File: config.mk
export PLATFORM = sky130hd
export DESIGN_NAME = dlsb_drive_link_status_bank
export DESIGN_NICKNAME = d
export VERILOG_FILES = /design/src/hdl/dlsb_pkg.sv /design/src/hdl/drive_link_status_bank.sv
export VERILOG_INCLUDE_DIRS = /design/src /design/src/hdl
export SDC_FILE = /design/constraint.sdc
export NUM_CORES = 1
export LEC_CHECK = 0
export BUFFER_PORTS_ARGS = -buffer_cell sky130_fd_sc_hd__buf_2
export CAP_MARGIN = 20
export CORE_MARGIN = 10
export CORE_UTILIZATION = 49
export DETAILED_ROUTE_END_ITERATION = 8
export PLACE_DENSITY = 0.87
export SYNTH_ARGS = -nofsm -noshare
export SYNTH_HDL_FRONTEND = slang
export SYNTH_SLANG_ARGS = --single-unit
File: constraint.sdc
create_clock -name ref_clk -period 3.5 [get_ports ref_clk]
set_input_delay 0.35 -clock ref_clk [delete_from_list [all_inputs] [get_ports ref_clk]]
set_output_delay 0.35 -clock ref_clk [all_outputs]
set_load 0.02 [all_outputs]
File: src/hdl/dlsb_defines.svh
// register offsets, reset values and timing counts of the drive link status bank
`ifndef DLSB_DEFINES_SVH
`define DLSB_DEFINES_SVH
`define DLSB_OFF_FLAGS 12'h000
`define DLSB_OFF_TYPE 12'h004
`define DLSB_OFF_VERSION 12'h008
`define DLSB_OFF_TIMEOUT 12'h00c
`define DLSB_OFF_OWNER 12'h010
`define DLSB_OFF_ERRCODE 12'h014
`define DLSB_OFF_ERRSTEP 12'h018
`define DLSB_BIT_DONE 0
`define DLSB_BIT_PRESENT 1
`define DLSB_BIT_UNUSED 2
`define DLSB_BIT_BUSY 3
`define DLSB_BIT_ERROR 4
`define DLSB_BIT_STICKY 5
`define DLSB_RST_TIMEOUT 16'h0001
`define DLSB_RST_ERRSTEP 16'hffff
`define DLSB_ERR_NONE 16'h0000
`define DLSB_ERR_TIMEOUT 16'h0002
`define DLSB_CLK_HZ 125000000
`define DLSB_TICK_MS 100
`define DLSB_TICK_CYCLES ((`DLSB_CLK_HZ / 1000) * `DLSB_TICK_MS)
`endif

File: src/hdl/dlsb_pkg.sv
// types of the drive link status bank
package dlsb_pkg;
    typedef enum logic [2:0] {
        DLSB_IDLE = 3'b001,
        DLSB_WAIT = 3'b010,
        DLSB_DONE = 3'b100
    } dlsb_state_e;

    // command request from the scan engine
    typedef struct packed {
        logic start;
        logic [15:0] step;
    } dlsb_cmd_s;

    // outcome reported by the link engine
    typedef struct packed {
        logic finish;
        logic commError;
        logic [15:0] code;
    } dlsb_result_s;
endpackage

File: src/hdl/drive_link_status_bank.sv
// status and control bank for the drive command link
//
// Chosen here: register access over APB and the address map.
`timescale 1ns/100ps
`include "dlsb_defines.svh"
module dlsb_drive_link_status_bank #(
    parameter int TICK_CYCLES = `DLSB_TICK_CYCLES
) (
    // clock and reset
    input wire logic ref_clk,
    input wire logic reset,
    // apb slave
    input wire logic psel,
    input wire logic penable,
    input wire logic pwrite,
    input wire logic [11:0] paddr,
    input wire logic [31:0] pwdata,
    output logic [31:0] prdata,
    output logic pready,
    output logic pslverr,
    // scan timing and mode
    input wire logic scanEnd,
    input wire logic runMode,
    // cassette pins and data
    input wire logic cassettePresentPin,
    input wire logic [15:0] cassetteTypeIn,
    input wire logic [15:0] cassetteVersionIn,
    // command and link
    input wire dlsb_pkg::dlsb_cmd_s cmd,
    output logic cmdAccepted,
    input wire dlsb_pkg::dlsb_result_s result,
    input wire logic replyStarted,
    output logic abortLink,
    // flag outputs
    output logic completionPulse,
    output logic portBusy
);
    // ==========================================
    // state
    dlsb_pkg::dlsb_state_e state;
    logic [2:0] presSync;
    logic present;
    logic prevRun;
    logic stopToRun;
    logic errorFlag;
    logic stickyLatch;
    logic [15:0] typeCode;
    logic [15:0] versionCode;
    logic [15:0] responseTimeout;
    logic [15:0] ownerStep;
    logic [15:0] errorCode;
    logic [15:0] errorStep;
    logic [31:0] tickCount;
    logic [15:0] unitCount;
    logic tick;
    logic timedOut;
    logic finishNow;
    logic [15:0] finishCode;
    logic finishErr;
    logic donePending;
    logic [15:0] effTimeout;

    // signed check of the timeout setting
    function automatic logic [15:0] effective_timeout(input logic [15:0] v);
        effective_timeout = ($signed(v) <= 16'sh0000) ? 16'h0001 : v;
    endfunction

    // ==========================================
    // pin synchroniser for the cassette detect
    always_ff @(posedge ref_clk) begin
        if (reset) begin
            presSync <= 3'h0;
            present <= 1'b0;
        end else begin
            presSync <= {presSync[1:0], cassettePresentPin};
            if (presSync[1] == presSync[2]) begin
                present <= presSync[2];
            end
        end
    end

    // cassette identity shown only while attached
    always_ff @(posedge ref_clk) begin
        if (reset) begin
            typeCode <= 16'h0000;
            versionCode <= 16'h0000;
        end else begin
            typeCode <= present ? cassetteTypeIn : 16'h0000;
            versionCode <= present ? cassetteVersionIn : 16'h0000;
        end
    end

    // stop-to-run edge
    always_ff @(posedge ref_clk) begin
        if (reset) begin
            prevRun <= 1'b0;
        end else begin
            prevRun <= runMode;
        end
    end
    assign stopToRun = runMode && !prevRun;

    // ==========================================
    // command sequencing
    assign effTimeout = effective_timeout(responseTimeout);
    assign cmdAccepted = (state == dlsb_pkg::DLSB_IDLE) && cmd.start && present;
    assign tick = (tickCount == 32'(TICK_CYCLES - 1));
    assign timedOut = (state == dlsb_pkg::DLSB_WAIT) && tick && (unitCount + 16'h0001 >= effTimeout);
    assign finishNow = (state == dlsb_pkg::DLSB_WAIT) && (result.finish || timedOut);
    assign abortLink = timedOut && !result.finish;
    // timeout after a started reply records code two
    assign finishCode = result.finish ? result.code :
        (replyStarted ? `DLSB_ERR_TIMEOUT : 16'h0001);
    assign finishErr = result.finish ? (result.commError || result.code != `DLSB_ERR_NONE) : 1'b1;
    assign portBusy = (state == dlsb_pkg::DLSB_WAIT);

    // state machine
    always_ff @(posedge ref_clk) begin
        if (reset) begin
            state <= dlsb_pkg::DLSB_IDLE;
        end else begin
            case (state)
                dlsb_pkg::DLSB_IDLE: begin
                    if (cmdAccepted) begin
                        state <= dlsb_pkg::DLSB_WAIT;
                    end
                end
                dlsb_pkg::DLSB_WAIT: begin
                    if (finishNow) begin
                        state <= dlsb_pkg::DLSB_DONE;
                    end
                end
                dlsb_pkg::DLSB_DONE: begin
                    state <= dlsb_pkg::DLSB_IDLE;
                end
                default: begin
                    state <= dlsb_pkg::DLSB_IDLE;
                end
            endcase
        end
    end

    // 100 ms tick and unit counter for the reply wait
    always_ff @(posedge ref_clk) begin
        if (reset || state != dlsb_pkg::DLSB_WAIT) begin
            tickCount <= 32'h0;
            unitCount <= 16'h0;
        end else if (tick) begin
            tickCount <= 32'h0;
            unitCount <= unitCount + 16'h0001;
        end else begin
            tickCount <= tickCount + 32'h1;
        end
    end

    // owner step captured when the port goes busy
    always_ff @(posedge ref_clk) begin
        if (reset) begin
            ownerStep <= 16'h0000;
        end else if (cmdAccepted) begin
            ownerStep <= cmd.step;
        end
    end

    // completion pulse lasts one scan after the finish
    always_ff @(posedge ref_clk) begin
        if (reset) begin
            donePending <= 1'b0;
            completionPulse <= 1'b0;
        end else begin
            // a finish landing on a scan end waits for the following scan
            donePending <= finishNow || (donePending && !scanEnd);
            if (scanEnd) begin
                completionPulse <= donePending;
            end
        end
    end

    // error flag and code
    always_ff @(posedge ref_clk) begin
        if (reset) begin
            errorFlag <= 1'b0;
            errorCode <= `DLSB_ERR_NONE;
        end else begin
            // flag: finish wins, else the next accepted command clears it
            if (finishNow) begin
                errorFlag <= finishErr;
            end else if (cmdAccepted) begin
                errorFlag <= 1'b0;
            end
            // code: finish wins, else the mode change clears it
            if (finishNow) begin
                errorCode <= finishErr ? finishCode : `DLSB_ERR_NONE;
            end else if (stopToRun) begin
                errorCode <= `DLSB_ERR_NONE;
            end
        end
    end

    // sticky latch and failing step; the set wins over the mode clear
    always_ff @(posedge ref_clk) begin
        if (reset) begin
            stickyLatch <= 1'b0;
            errorStep <= `DLSB_RST_ERRSTEP;
        end else if (finishNow && finishErr) begin
            stickyLatch <= 1'b1;
            errorStep <= ownerStep;
        end else if (stopToRun) begin
            stickyLatch <= 1'b0;
            errorStep <= `DLSB_RST_ERRSTEP;
        end
    end

    // ==========================================
    // apb register access, zero wait state
    assign pready = 1'b1;
    assign pslverr = 1'b0;

    // timeout register write
    always_ff @(posedge ref_clk) begin
        if (reset) begin
            responseTimeout <= `DLSB_RST_TIMEOUT;
        end else if (psel && penable && pwrite && paddr == `DLSB_OFF_TIMEOUT) begin
            responseTimeout <= pwdata[15:0];
        end
    end

    // read data from flip-flops, taken in the setup cycle
    always_ff @(posedge ref_clk) begin
        if (reset) begin
            prdata <= 32'h0;
        end else if (psel && !penable) begin
            case (paddr)
                `DLSB_OFF_FLAGS: begin
                    prdata <= {26'h0, stickyLatch, errorFlag, portBusy, 1'b0, present,
                        completionPulse};
                end
                `DLSB_OFF_TYPE: prdata <= {16'h0, typeCode};
                `DLSB_OFF_VERSION: prdata <= {16'h0, versionCode};
                `DLSB_OFF_TIMEOUT: prdata <= {16'h0, responseTimeout};
                `DLSB_OFF_OWNER: prdata <= {16'h0, ownerStep};
                `DLSB_OFF_ERRCODE: prdata <= {16'h0, errorCode};
                `DLSB_OFF_ERRSTEP: prdata <= {16'h0, errorStep};
                default: prdata <= 32'h0;
            endcase
        end
    end
endmodule // dlsb_drive_link_status_bank

==> summary.txt, run 1 <==
Finished Core Util: 0.6091
Final GP Congestion: 0.9232
Switching power: 908.3 uW
Sequential fraction of the synthesis area: 0.4547
First-pass GRT wire length: 33.64 mm
Core area: 15200 um2
Max Cap Violations: 0
Gr usage total: 0.2015
Total number of vias: 6885
Final worst slack: -0.09410 ns
Synth Register Bits: 172
Minimum clock period: 3.594 ns
Min-delay worst type: in -> reg
Post-synth top area share: 0.4547
F_max: 278.2 MHz
Routed WL: 21.24 mm
Initial antenna violation count: 0
ANT nets after route: 0
CTS Buf Count: 17
Largest net degree at the start of global routing: 36
Area growth syn-to-layout: 22.25%
Detailed Routing Iterations Pass 1: 7
Final setup violation count: 1
Avg Cell Area, Syn: 8.705 um2
Status: finished, violations left
CP required: 3.15 ns
Crit end category: output port
Gate count of the mapped netlist: 870
Post-synth top flop: dfxtp_1
Hpwl dp: 15.33 mm
Nets@finish: 1147
Clk sinks: 172
Final max-slew violation count: 0
Die ar.: 20830 um2
Ratio of cells with drive above 1 in the final layout: 0.2231
IO Pins: 158
Synthesized area: 7574 um2
CP Class: reg -> out
Crit path from: unitCount[1]$_SDFFE_PP0N_
Yosys warnings: 0
Post-synth EDFFs: 0
Number of core rows: 45
Crit path max fanout: 4
CTS H-tree lvls: 4
Peak VDD IR: 0.3283 mV
Sw frac: 0.2240
Clk_skew: 0.01237 ns
Clock Power Share: 0.479
Int Pwr: 3.146 mW
FF-to-FF Start: unitCount[1]$_SDFFE_PP0N_
Die Span Y: 144.3 um
Relative slew slack: 0.4642
Drt initial violations: 598
Most frequent cells after synthesis: dfxtp_1 (172), nand2_1 (119), nor2_1 (88)
Synth area leader: dfxtp_1
CTS tree: yes
Tcrit/Tclk final: 1.027
DRC violations left: 0
Hold Fails Final Rpt: 0
Setup TNS: -0.09410 ns
Vias in the first global route: 6893
Vias/cell: 5.690
Overflow after GRT: 0
Count of input and output buffers: 123
Final Instance Area: 9259 um2
PD cells: 437.9 nW/um2
Ys async rst share: 0
Hold path start: cassetteTypeIn[9]
Top post-synthesis cells by area: dfxtp_1 (45%), nand2_1 (5.9%), a21oi_1 (4.7%)
Synth unique cells: 54
Bufs on Longest Clock Path: 2
Failing checks: negative setup slack
Initial Utilization: 0.4982
LEAKAGE: 3.706 nW
Sequential share of power: 0.483
Inserted Diodes: 0
Slew @ Worst Pin: 0.7963 ns
Logic pwr share: 0.038
WP data arrival: 3.24 ns
Skew-Pair Late Insertion Delay: 0.44 ns
Die Wd: 144.3 um
Routed length per instance: 17.55 um
RSZ-0062 raised after global routing: yes
Critical Path Start Type: flip-flop
Most numerous cell in the Yosys netlist: dfxtp_1
Clock transition at the registers of the reported paths: 0.07 ns
DP Area: 8479 um2
CTS root buffer: clkbuf_16
==> cell families (layout without fill, tap and decap cells) <==
group,Yosys count,after routing,synth area share
multiplexers,20,20,0.02660
XOR/XNOR,47,47,0.05435
flip-flops,172,172,0.4547
AND/OR/NAND/NOR,365,365,0.2336
buffers and inverters,70,205,0.04609
other,2,19,0.0009916
AO/OA/AOI/OAI,176,176,0.1540
adder cells (fa/ha/maj),18,18,0.02974
==> registers in the layout, summed over array words and instances, names as in the netlist, 3 cells and up <==
| signal | flops |
|---|---|
| versionCode | 16 |
| presSync | 3 |
| ownerStep | 16 |
| typeCode | 16 |
| tickCount | 32 |
| errorCode | 16 |
| prdata | 16 |
| errorStep | 16 |
| unitCount | 16 |
| responseTimeout | 16 |
| state | 3 |
==> per-stage QoR <==
step | hold slack (ns) | std cells | setup slack [ns] | power (mW)
after floorplan | 0.4138 | 887 | 0.008883 | 2.082
after global placement | 0.4302 | 1170 | 0.01317 | 2.144
after detailed placement | 0.4251 | 1170 | -0.09272 | 2.145
after CTS | 0.1067 | 1203 | 0.02140 | 4.044
after global routing | 0.1068 | 1210 | -0.2797 | 4.152
final | 0.1090 | 1210 | -0.09410 | 4.054
==> cell type report <==
cell class | count | area [um2]
Fill cell | 1213 | 5943
Multi-Input combinational cell | 645 | 3948
Sequential cell | 172 | 3450
Timing Repair Buffer | 168 | 993.5
Clock buffer | 20 | 466.7
Tap cell | 188 | 235.2
Clock inverter | 12 | 147.6
Inverter | 5 | 18.77
==> metal layers <==
| metal | vias to the layer above | track usage | routed length (um) |
|---|---|---|---|
| li1 | 3295 | - | - |
| met5 | - | 0 | 0 |
| met1 | 3192 | 0.2390 | 8625 |
| met4 | 0 | 0.1000 | 712 |
| met2 | 340 | 0.3286 | 10220 |
| met3 | 58 | 0.05510 | 1675 |
==> power by group through the flow <==
stage / Clock [mW] / Combinational (mW) / Sequential (mW)
2_1_floorplan: 0 / 0.0778 / 2.00
3_3_place_gp: 0 / 0.139 / 2.00
3_5_place_dp: 0 / 0.140 / 2.00
4_1_cts: 1.94 / 0.143 / 1.96
5_1_grt: 2.03 / 0.165 / 1.96
6_report: 1.94 / 0.152 / 1.96
==> worst paths after layout <==
check | to | slack [ns] | cells past startpoint
hold / removal | typeCode[9]$_SDFF_PP0_ | 0.11 | 2
hold reg to reg | presSync[1]$_SDFF_PP0_ | 0.44 | 1
setup reg to reg | errorStep[13]$_SDFFE_PP1P_ | 0.06 | 16
setup / recovery | abortLink | -0.09 | 14
==> critical path, stage by stage (launching register included) <==
cell and delay, ns:
dfxtp_2 0.37, nand3_4 0.11, nor4_4 0.30, and3_4 0.23
and3_4 0.19, nand3_2 0.08, xnor2_1 0.14, ha_1 0.32
nand4_1 0.13, nor3_2 0.28, nand2_1 0.16, nand3_1 0.13
nand3_2 0.09, nor2_4 0.15, buf_6 0.13
==> placed cells by master (no fill, tap or decap), types with 19 or more instances in the layout <==
cell	Yosys	layout
nor2_1	88	86
dfxtp_1	172	169
and2_1	34	34
a22o_1	20	20
xor2_1	34	34
buf_4	18	42
conb_1	2	19
nand2_1	119	119
a22oi_1	30	30
buf_2	3	122
a21oi_1	71	71
nand3_1	27	24
==> timing repair <==
item	in CTS	in global routing
gates resized for setup	9	15
hold buffers	0	0
endpoints found under the setup margin	34	35
pin swaps	3	11
gates cloned	0	1
buffers inserted	1	6
Power figures use the tool's default switching activity.
==> run 2, diff against run 1 <==
--- a/config.mk
+++ b/config.mk
@@ -11,6 +11,7 @@
 export CORE_MARGIN = 10
 export CORE_UTILIZATION = 49
 export DETAILED_ROUTE_END_ITERATION = 8
+export MAX_ROUTING_LAYER = met4
 export PLACE_DENSITY = 0.87
 export SYNTH_ARGS = -nofsm -noshare
 export SYNTH_HDL_FRONTEND = slang
==> summary.txt, run 2 (synthesis gave the netlist of run 1 again) <==
Clock transition at the registers of the reported paths: 0.07 ns
Hold Fails Final Rpt: 0
DP Area: 8479 um2
CTS Hold Bufs: 0
Die ar.: 20830 um2
Final setup violation count: 1
Overflow after GRT: 0
Die Wd: 144.3 um
ANT nets after route: 0
Finished Core Util: 0.6091
Skew-Pair Late Insertion Delay: 0.43 ns
DRC violations left: 0
Commonest cells after routing, fill and taps aside: dfxtp_1 (169), buf_2 (122), nand2_1 (119), nor2_1 (86), a21oi_1 (71)
Final GP Congestion: 0.9394
WP data arrival: 3.25 ns
Slew @ Worst Pin: 0.8112 ns
R2R depth: 16
Detailed Routing Iterations Pass 1: 7
Routed length per instance: 17.53 um
F_max: 277.9 MHz
Ratio of cells with drive above 1 in the final layout: 0.2231
Inserted Diodes: 0
Hold path cells: 2
RR Endpoint: errorStep[13]$_SDFFE_PP1P_
WL met3: 1.487 mm
Commonest non-fill, non-tap cell in the layout: dfxtp_1
Crit end category: output port
Die Span Y: 144.3 um
Status: finished, violations left
Total number of vias: 6855
Relative slew slack: 0.4592
Worst stage delay on the critical path: 0.38 ns
Initial Utilization: 0.4982
LEAKAGE: 3.706 nW
Peak VDD IR: 0.3292 mV
RSZ-0062 raised after global routing: yes
Final Instance Area: 9259 um2
CTS Buf Count: 17
Failing checks: negative setup slack
FF-to-FF Start: unitCount[0]$_SDFFE_PP0N_
Worst reg-to-reg setup slack: 0.06 ns
Crit path max fanout: 4
Critical Path Start Type: flip-flop
Bufs on Longest Clock Path: 2
CTS root buffer: clkbuf_16
Area growth syn-to-layout: 22.25%
Clk_skew: 0.01119 ns
Met2 routed WL: 10.17 mm
Met1 Wirelength: 8.829 mm
Biggest register: tickCount
CTS H-tree lvls: 4
CP Class: reg -> out
Clk sinks: 172
Hold path start: cassetteTypeIn[9]
Routed WL: 21.21 mm
Minimum clock period: 3.599 ns
CTS tree: yes
Max reg flops: 32
Final worst slack: -0.09885 ns
Number of core rows: 45
Tcrit/Tclk final: 1.028
Hpwl dp: 15.33 mm
Min-delay worst type: in -> reg
Initial antenna violation count: 0
Nets@finish: 1147
Vias/cell: 5.665
IO Pins: 158
Final max-slew violation count: 0
CP required: 3.15 ns
Count of input and output buffers: 123
Largest net degree at the start of global routing: 36
Vias in the first global route: 6903
Max Cap Violations: 0
Gr usage total: 0.2072
Core area: 15200 um2
First-pass GRT wire length: 33.64 mm
Crit-path cells: nand3_4, nor4_4, and3_4, and3_4, nand3_2, xnor2_1, ha_1, nand4_1, nor3_2, nand2_1, nand3_1, nand3_2, nor2_4, buf_6
PD cells: 437.8 nW/um2
Drt initial violations: 679
Worst hold endpoint: typeCode[9]$_SDFF_PP0_
Slowest-stage cell, CP: dfxtp_4
Max Used Layer: met4
[run 2: cell counts in the layout (fill, tap and decap cells not counted)]
Identical to the previous run, type by type.
[run 2: how the worst max path moves through the flow]
stage	startpoint	to	slack (ns)	cells after the start
after floorplan	unitCount[6]$_SDFFE_PP0N_	errorCode[11]$_SDFFE_PP0P_	0.009	17
after global placement	unitCount[0]$_SDFFE_PP0N_	errorCode[11]$_SDFFE_PP0P_	0.01	15
after detailed placement	unitCount[0]$_SDFFE_PP0N_	errorCode[11]$_SDFFE_PP0P_	-0.09	15
after CTS	unitCount[8]$_SDFFE_PP0N_	abortLink	0.02	14
after global routing	unitCount[0]$_SDFFE_PP0N_	abortLink	-0.28	14
final	unitCount[0]$_SDFFE_PP0N_	abortLink	-0.1	14
[run 2: layout make-up]
type	instances	area, um2
fillers	1213	5943
multi-input cells	645	3948
flip-flops and latches	172	3450
repair buffers	168	993.5
clock buffers	20	466.7
well taps	188	235.2
clock inverters	12	147.6
inverters	5	18.77
[run 2: layer usage]
metal | vias to the layer above | GRT usage
met5 | - | -
met2 | 336 | 0.3291
met1 | 3167 | 0.2462
met4 | 0 | 0.1000
li1 | 3290 | -
met3 | 62 | 0.04395
[run 2: per-stage QoR]
step                      hold WS (ns)  cells  setup WS (ns)  setup TNS, ns  power [mW]
after floorplan                 0.4138    887       0.008883              0       2.082
after global placement          0.4302   1170        0.01317              0       2.144
after detailed placement        0.4251   1170       -0.09272         -1.767       2.145
after CTS                       0.1067   1203        0.02140              0       4.044
after global routing            0.1068   1210        -0.2797         -3.029       4.150
final                           0.1098   1210       -0.09885       -0.09885       4.054
[run 2: timing repair]
item / CTS / global route
buffers inserted: 1 / 6
setup endpoints to repair: 34 / 35
gates resized for setup: 9 / 15
cloned: 0 / 1
pin swaps: 3 / 11
[run 2: power breakdown]
| part | total, mW | internal (mW) | switching, mW |
|---|---|---|---|
| combinational | 0.152 | 0.0627 | 0.0895 |
| clock | 1.94 | 1.13 | 0.817 |
| sequential | 1.96 | 1.96 | 0.00109 |
| total | 4.05 | 3.15 | 0.908 |
[run 2: critical path: cells and delay by family (launching register included)]
family        cells  cell delay, ns
simple gates     11            1.84
flops             1            0.38
fa+ha+maj         1            0.32
xor+xnor          1            0.14
buf+inv           1            0.13
==> run 3, diff against run 2 <==
--- a/config.mk
+++ b/config.mk
@@ -6,13 +6,13 @@
 export SDC_FILE = /design/constraint.sdc
 export NUM_CORES = 1
 export LEC_CHECK = 0
-export BUFFER_PORTS_ARGS = -buffer_cell sky130_fd_sc_hd__buf_2
 export CAP_MARGIN = 20
 export CORE_MARGIN = 10
-export CORE_UTILIZATION = 49
+export CORE_UTILIZATION = 53
 export DETAILED_ROUTE_END_ITERATION = 8
+export DONT_BUFFER_PORTS = 1
 export MAX_ROUTING_LAYER = met4
-export PLACE_DENSITY = 0.87
+export PLACE_DENSITY_LB_ADDON = 0.15
 export SYNTH_ARGS = -nofsm -noshare
 export SYNTH_HDL_FRONTEND = slang
 export SYNTH_SLANG_ARGS = --single-unit
==> summary.txt, run 3 (synthesis gave the netlist of run 1 again) <==
Die Span Y: 139.5 um
Inserted Diodes: 0
Final Instance Area: 8636 um2
Crit-path cells: nand2_2, nor4_4, and3_1, and3_4, nand3_4, xnor2_2, ha_1, nand4_1, nor3_4, buf_6, nand2_4, nand3_2, nand3_2, nor2_1, buf_4
R2R depth: 16
Crit path max fanout: 3
Slowest-stage cell, CP: dfxtp_2
Overall Power: 3.927 mW
Nets@finish: 1019
LEAKAGE: 3.204 nW
DRC violations left: 0
Minimum clock period: 3.563 ns
Hold Fails Final Rpt: 0
Number of core rows: 43
F_max: 280.7 MHz
Largest net degree at the start of global routing: 38
Final worst slack: -0.06303 ns
Initial antenna violation count: 0
Worst reg-to-reg setup slack: 0.06 ns
Crit end category: output port
Max reg flops: 32
Routing usage on met2: 0.3145
Final max-slew violation count: 0
Detailed Routing Iterations Pass 1: 7
CP required: 3.15 ns
CTS tree: yes
CP bufs+invs: 2
Ratio of cells with drive above 1 in the final layout: 0.1197
Status: finished, violations left
Die ar.: 19470 um2
Slew @ Worst Pin: 0.9561 ns
ANT nets after route: 0
Drt initial violations: 662
CP Depth: 15
Hold path cells: 1
Met1 GRT Util: 0.2649
Hpwl dp: 15.32 mm
First-pass GRT wire length: 32.32 mm
CTS Buf Count: 17
Commonest cells after routing, fill and taps aside: dfxtp_1 (165), nand2_1 (116), nor2_1 (88), a21oi_1 (70)
Vias in the first global route: 6133
CP top delay family: simple AND/OR/NAND/NOR gates
Routed WL: 20.76 mm
Routed length per instance: 19.33 um
DP Area: 7826 um2
Relative slew slack: 0.3597
Clk sinks: 172
Overflow after GRT: 0
Final GP Congestion: 0.8828
Most used cell, CP: nand3_2
Die Wd: 139.5 um
Max Cap Violations: 0
Count of input and output buffers: 0
Hold_ws: 0.03261 ns
Setup TNS: -0.06303 ns
WP data arrival: 3.21 ns
CTS H-tree lvls: 4
Vias/cell: 5.820
Critical Path Start Type: flip-flop
CTS root buffer: clkbuf_16
IO Pins: 158
Total number of vias: 6251
Biggest register: tickCount
Clock transition at the registers of the reported paths: 0.07 ns
Commonest non-fill, non-tap cell in the layout: dfxtp_1
Busiest grt layer: met2
Worst stage delay on the critical path: 0.33 ns
Tcrit/Tclk final: 1.018
Skew-Pair Late Insertion Delay: 0.43 ns
Gr usage total: 0.2101
PD cells: 454.8 nW/um2
CP Class: reg -> out
RSZ-0062 raised after global routing: yes
Area growth syn-to-layout: 14.03%
Met3 Track Usage GR: 0.06261
Failing checks: negative setup slack
Clk_skew: 0.009308 ns
Bufs on Longest Clock Path: 2
Peak VDD IR: 0.4441 mV
Core area: 13930 um2
Final setup violation count: 1
Min-delay worst type: in -> reg
Initial Utilization: 0.5435
-- run 3: repair_timing --
item / CTS / global route
pin swaps: 2 / 25
setup buffers: 1 / 3
setup endpoints to repair: 10 / 35
resized for setup: 4 / 28
cloned: 0 / 1
hold buffers: 2 / 0
hold endpoints to repair: 37 / 0
-- run 3: cell type report --
class / instances / area (um2)
Clock inverter: 15 / 177.7
Sequential cell: 172 / 3452
Inverter: 5 / 18.77
Clock buffer: 17 / 425.4
Multi-Input combinational cell: 645 / 3980
Timing Repair Buffer: 40 / 356.6
Fill cell: 1220 / 5299
Tap cell: 180 / 225.2
-- run 3: per-layer routing --
layer / up-vias / share of wire
li1: 3038 / -
met1: 2954 / 0.43
met2: 229 / 0.46
met3: 30 / 0.089
met4: 0 / 0.020
met5: - / 0
-- run 3: final timing paths --
kind / startpoint / end
max reg2reg: unitCount[8]$_SDFFE_PP0N_ / errorCode[11]$_SDFFE_PP0P_
max: unitCount[8]$_SDFFE_PP0N_ / abortLink
min: cassetteVersionIn[11] / versionCode[11]$_SDFF_PP0_
min reg2reg: presSync[0]$_SDFF_PP0_ / presSync[1]$_SDFF_PP0_
-- run 3: through the flow --
stage | worst slack (ns) | util | instances
global placement | 0.08207 | 0.5616 | 1035
global route | -0.1924 | 0.6197 | 1074
floorplan | 0.008883 | - | 887
finish | -0.06303 | 0.6197 | 1074
CTS | 0.007304 | 0.6091 | 1070
detailed placement | 0.02384 | 0.5616 | 1035
-- run 3: power breakdown --
| part | switching [mW] | internal [mW] | leakage (nW) |
|---|---|---|---|
| Clock | 0.869 | 1.02 | 0.281 |
| Sequential | 0.00101 | 1.96 | 1.39 |
| Combinational | 0.0554 | 0.0248 | 1.53 |
-- run 3: worst register-to-register path, delay by kind of cell (launching register included) --
kind,cells,cell delay [ns]
and+or+nand+nor,8,1.50
AOI/OAI and AO/OA,4,0.66
buffers and inverters,2,0.38
DFF,1,0.33
adders and majority gates,1,0.32
xor gates and xnor gates,1,0.15
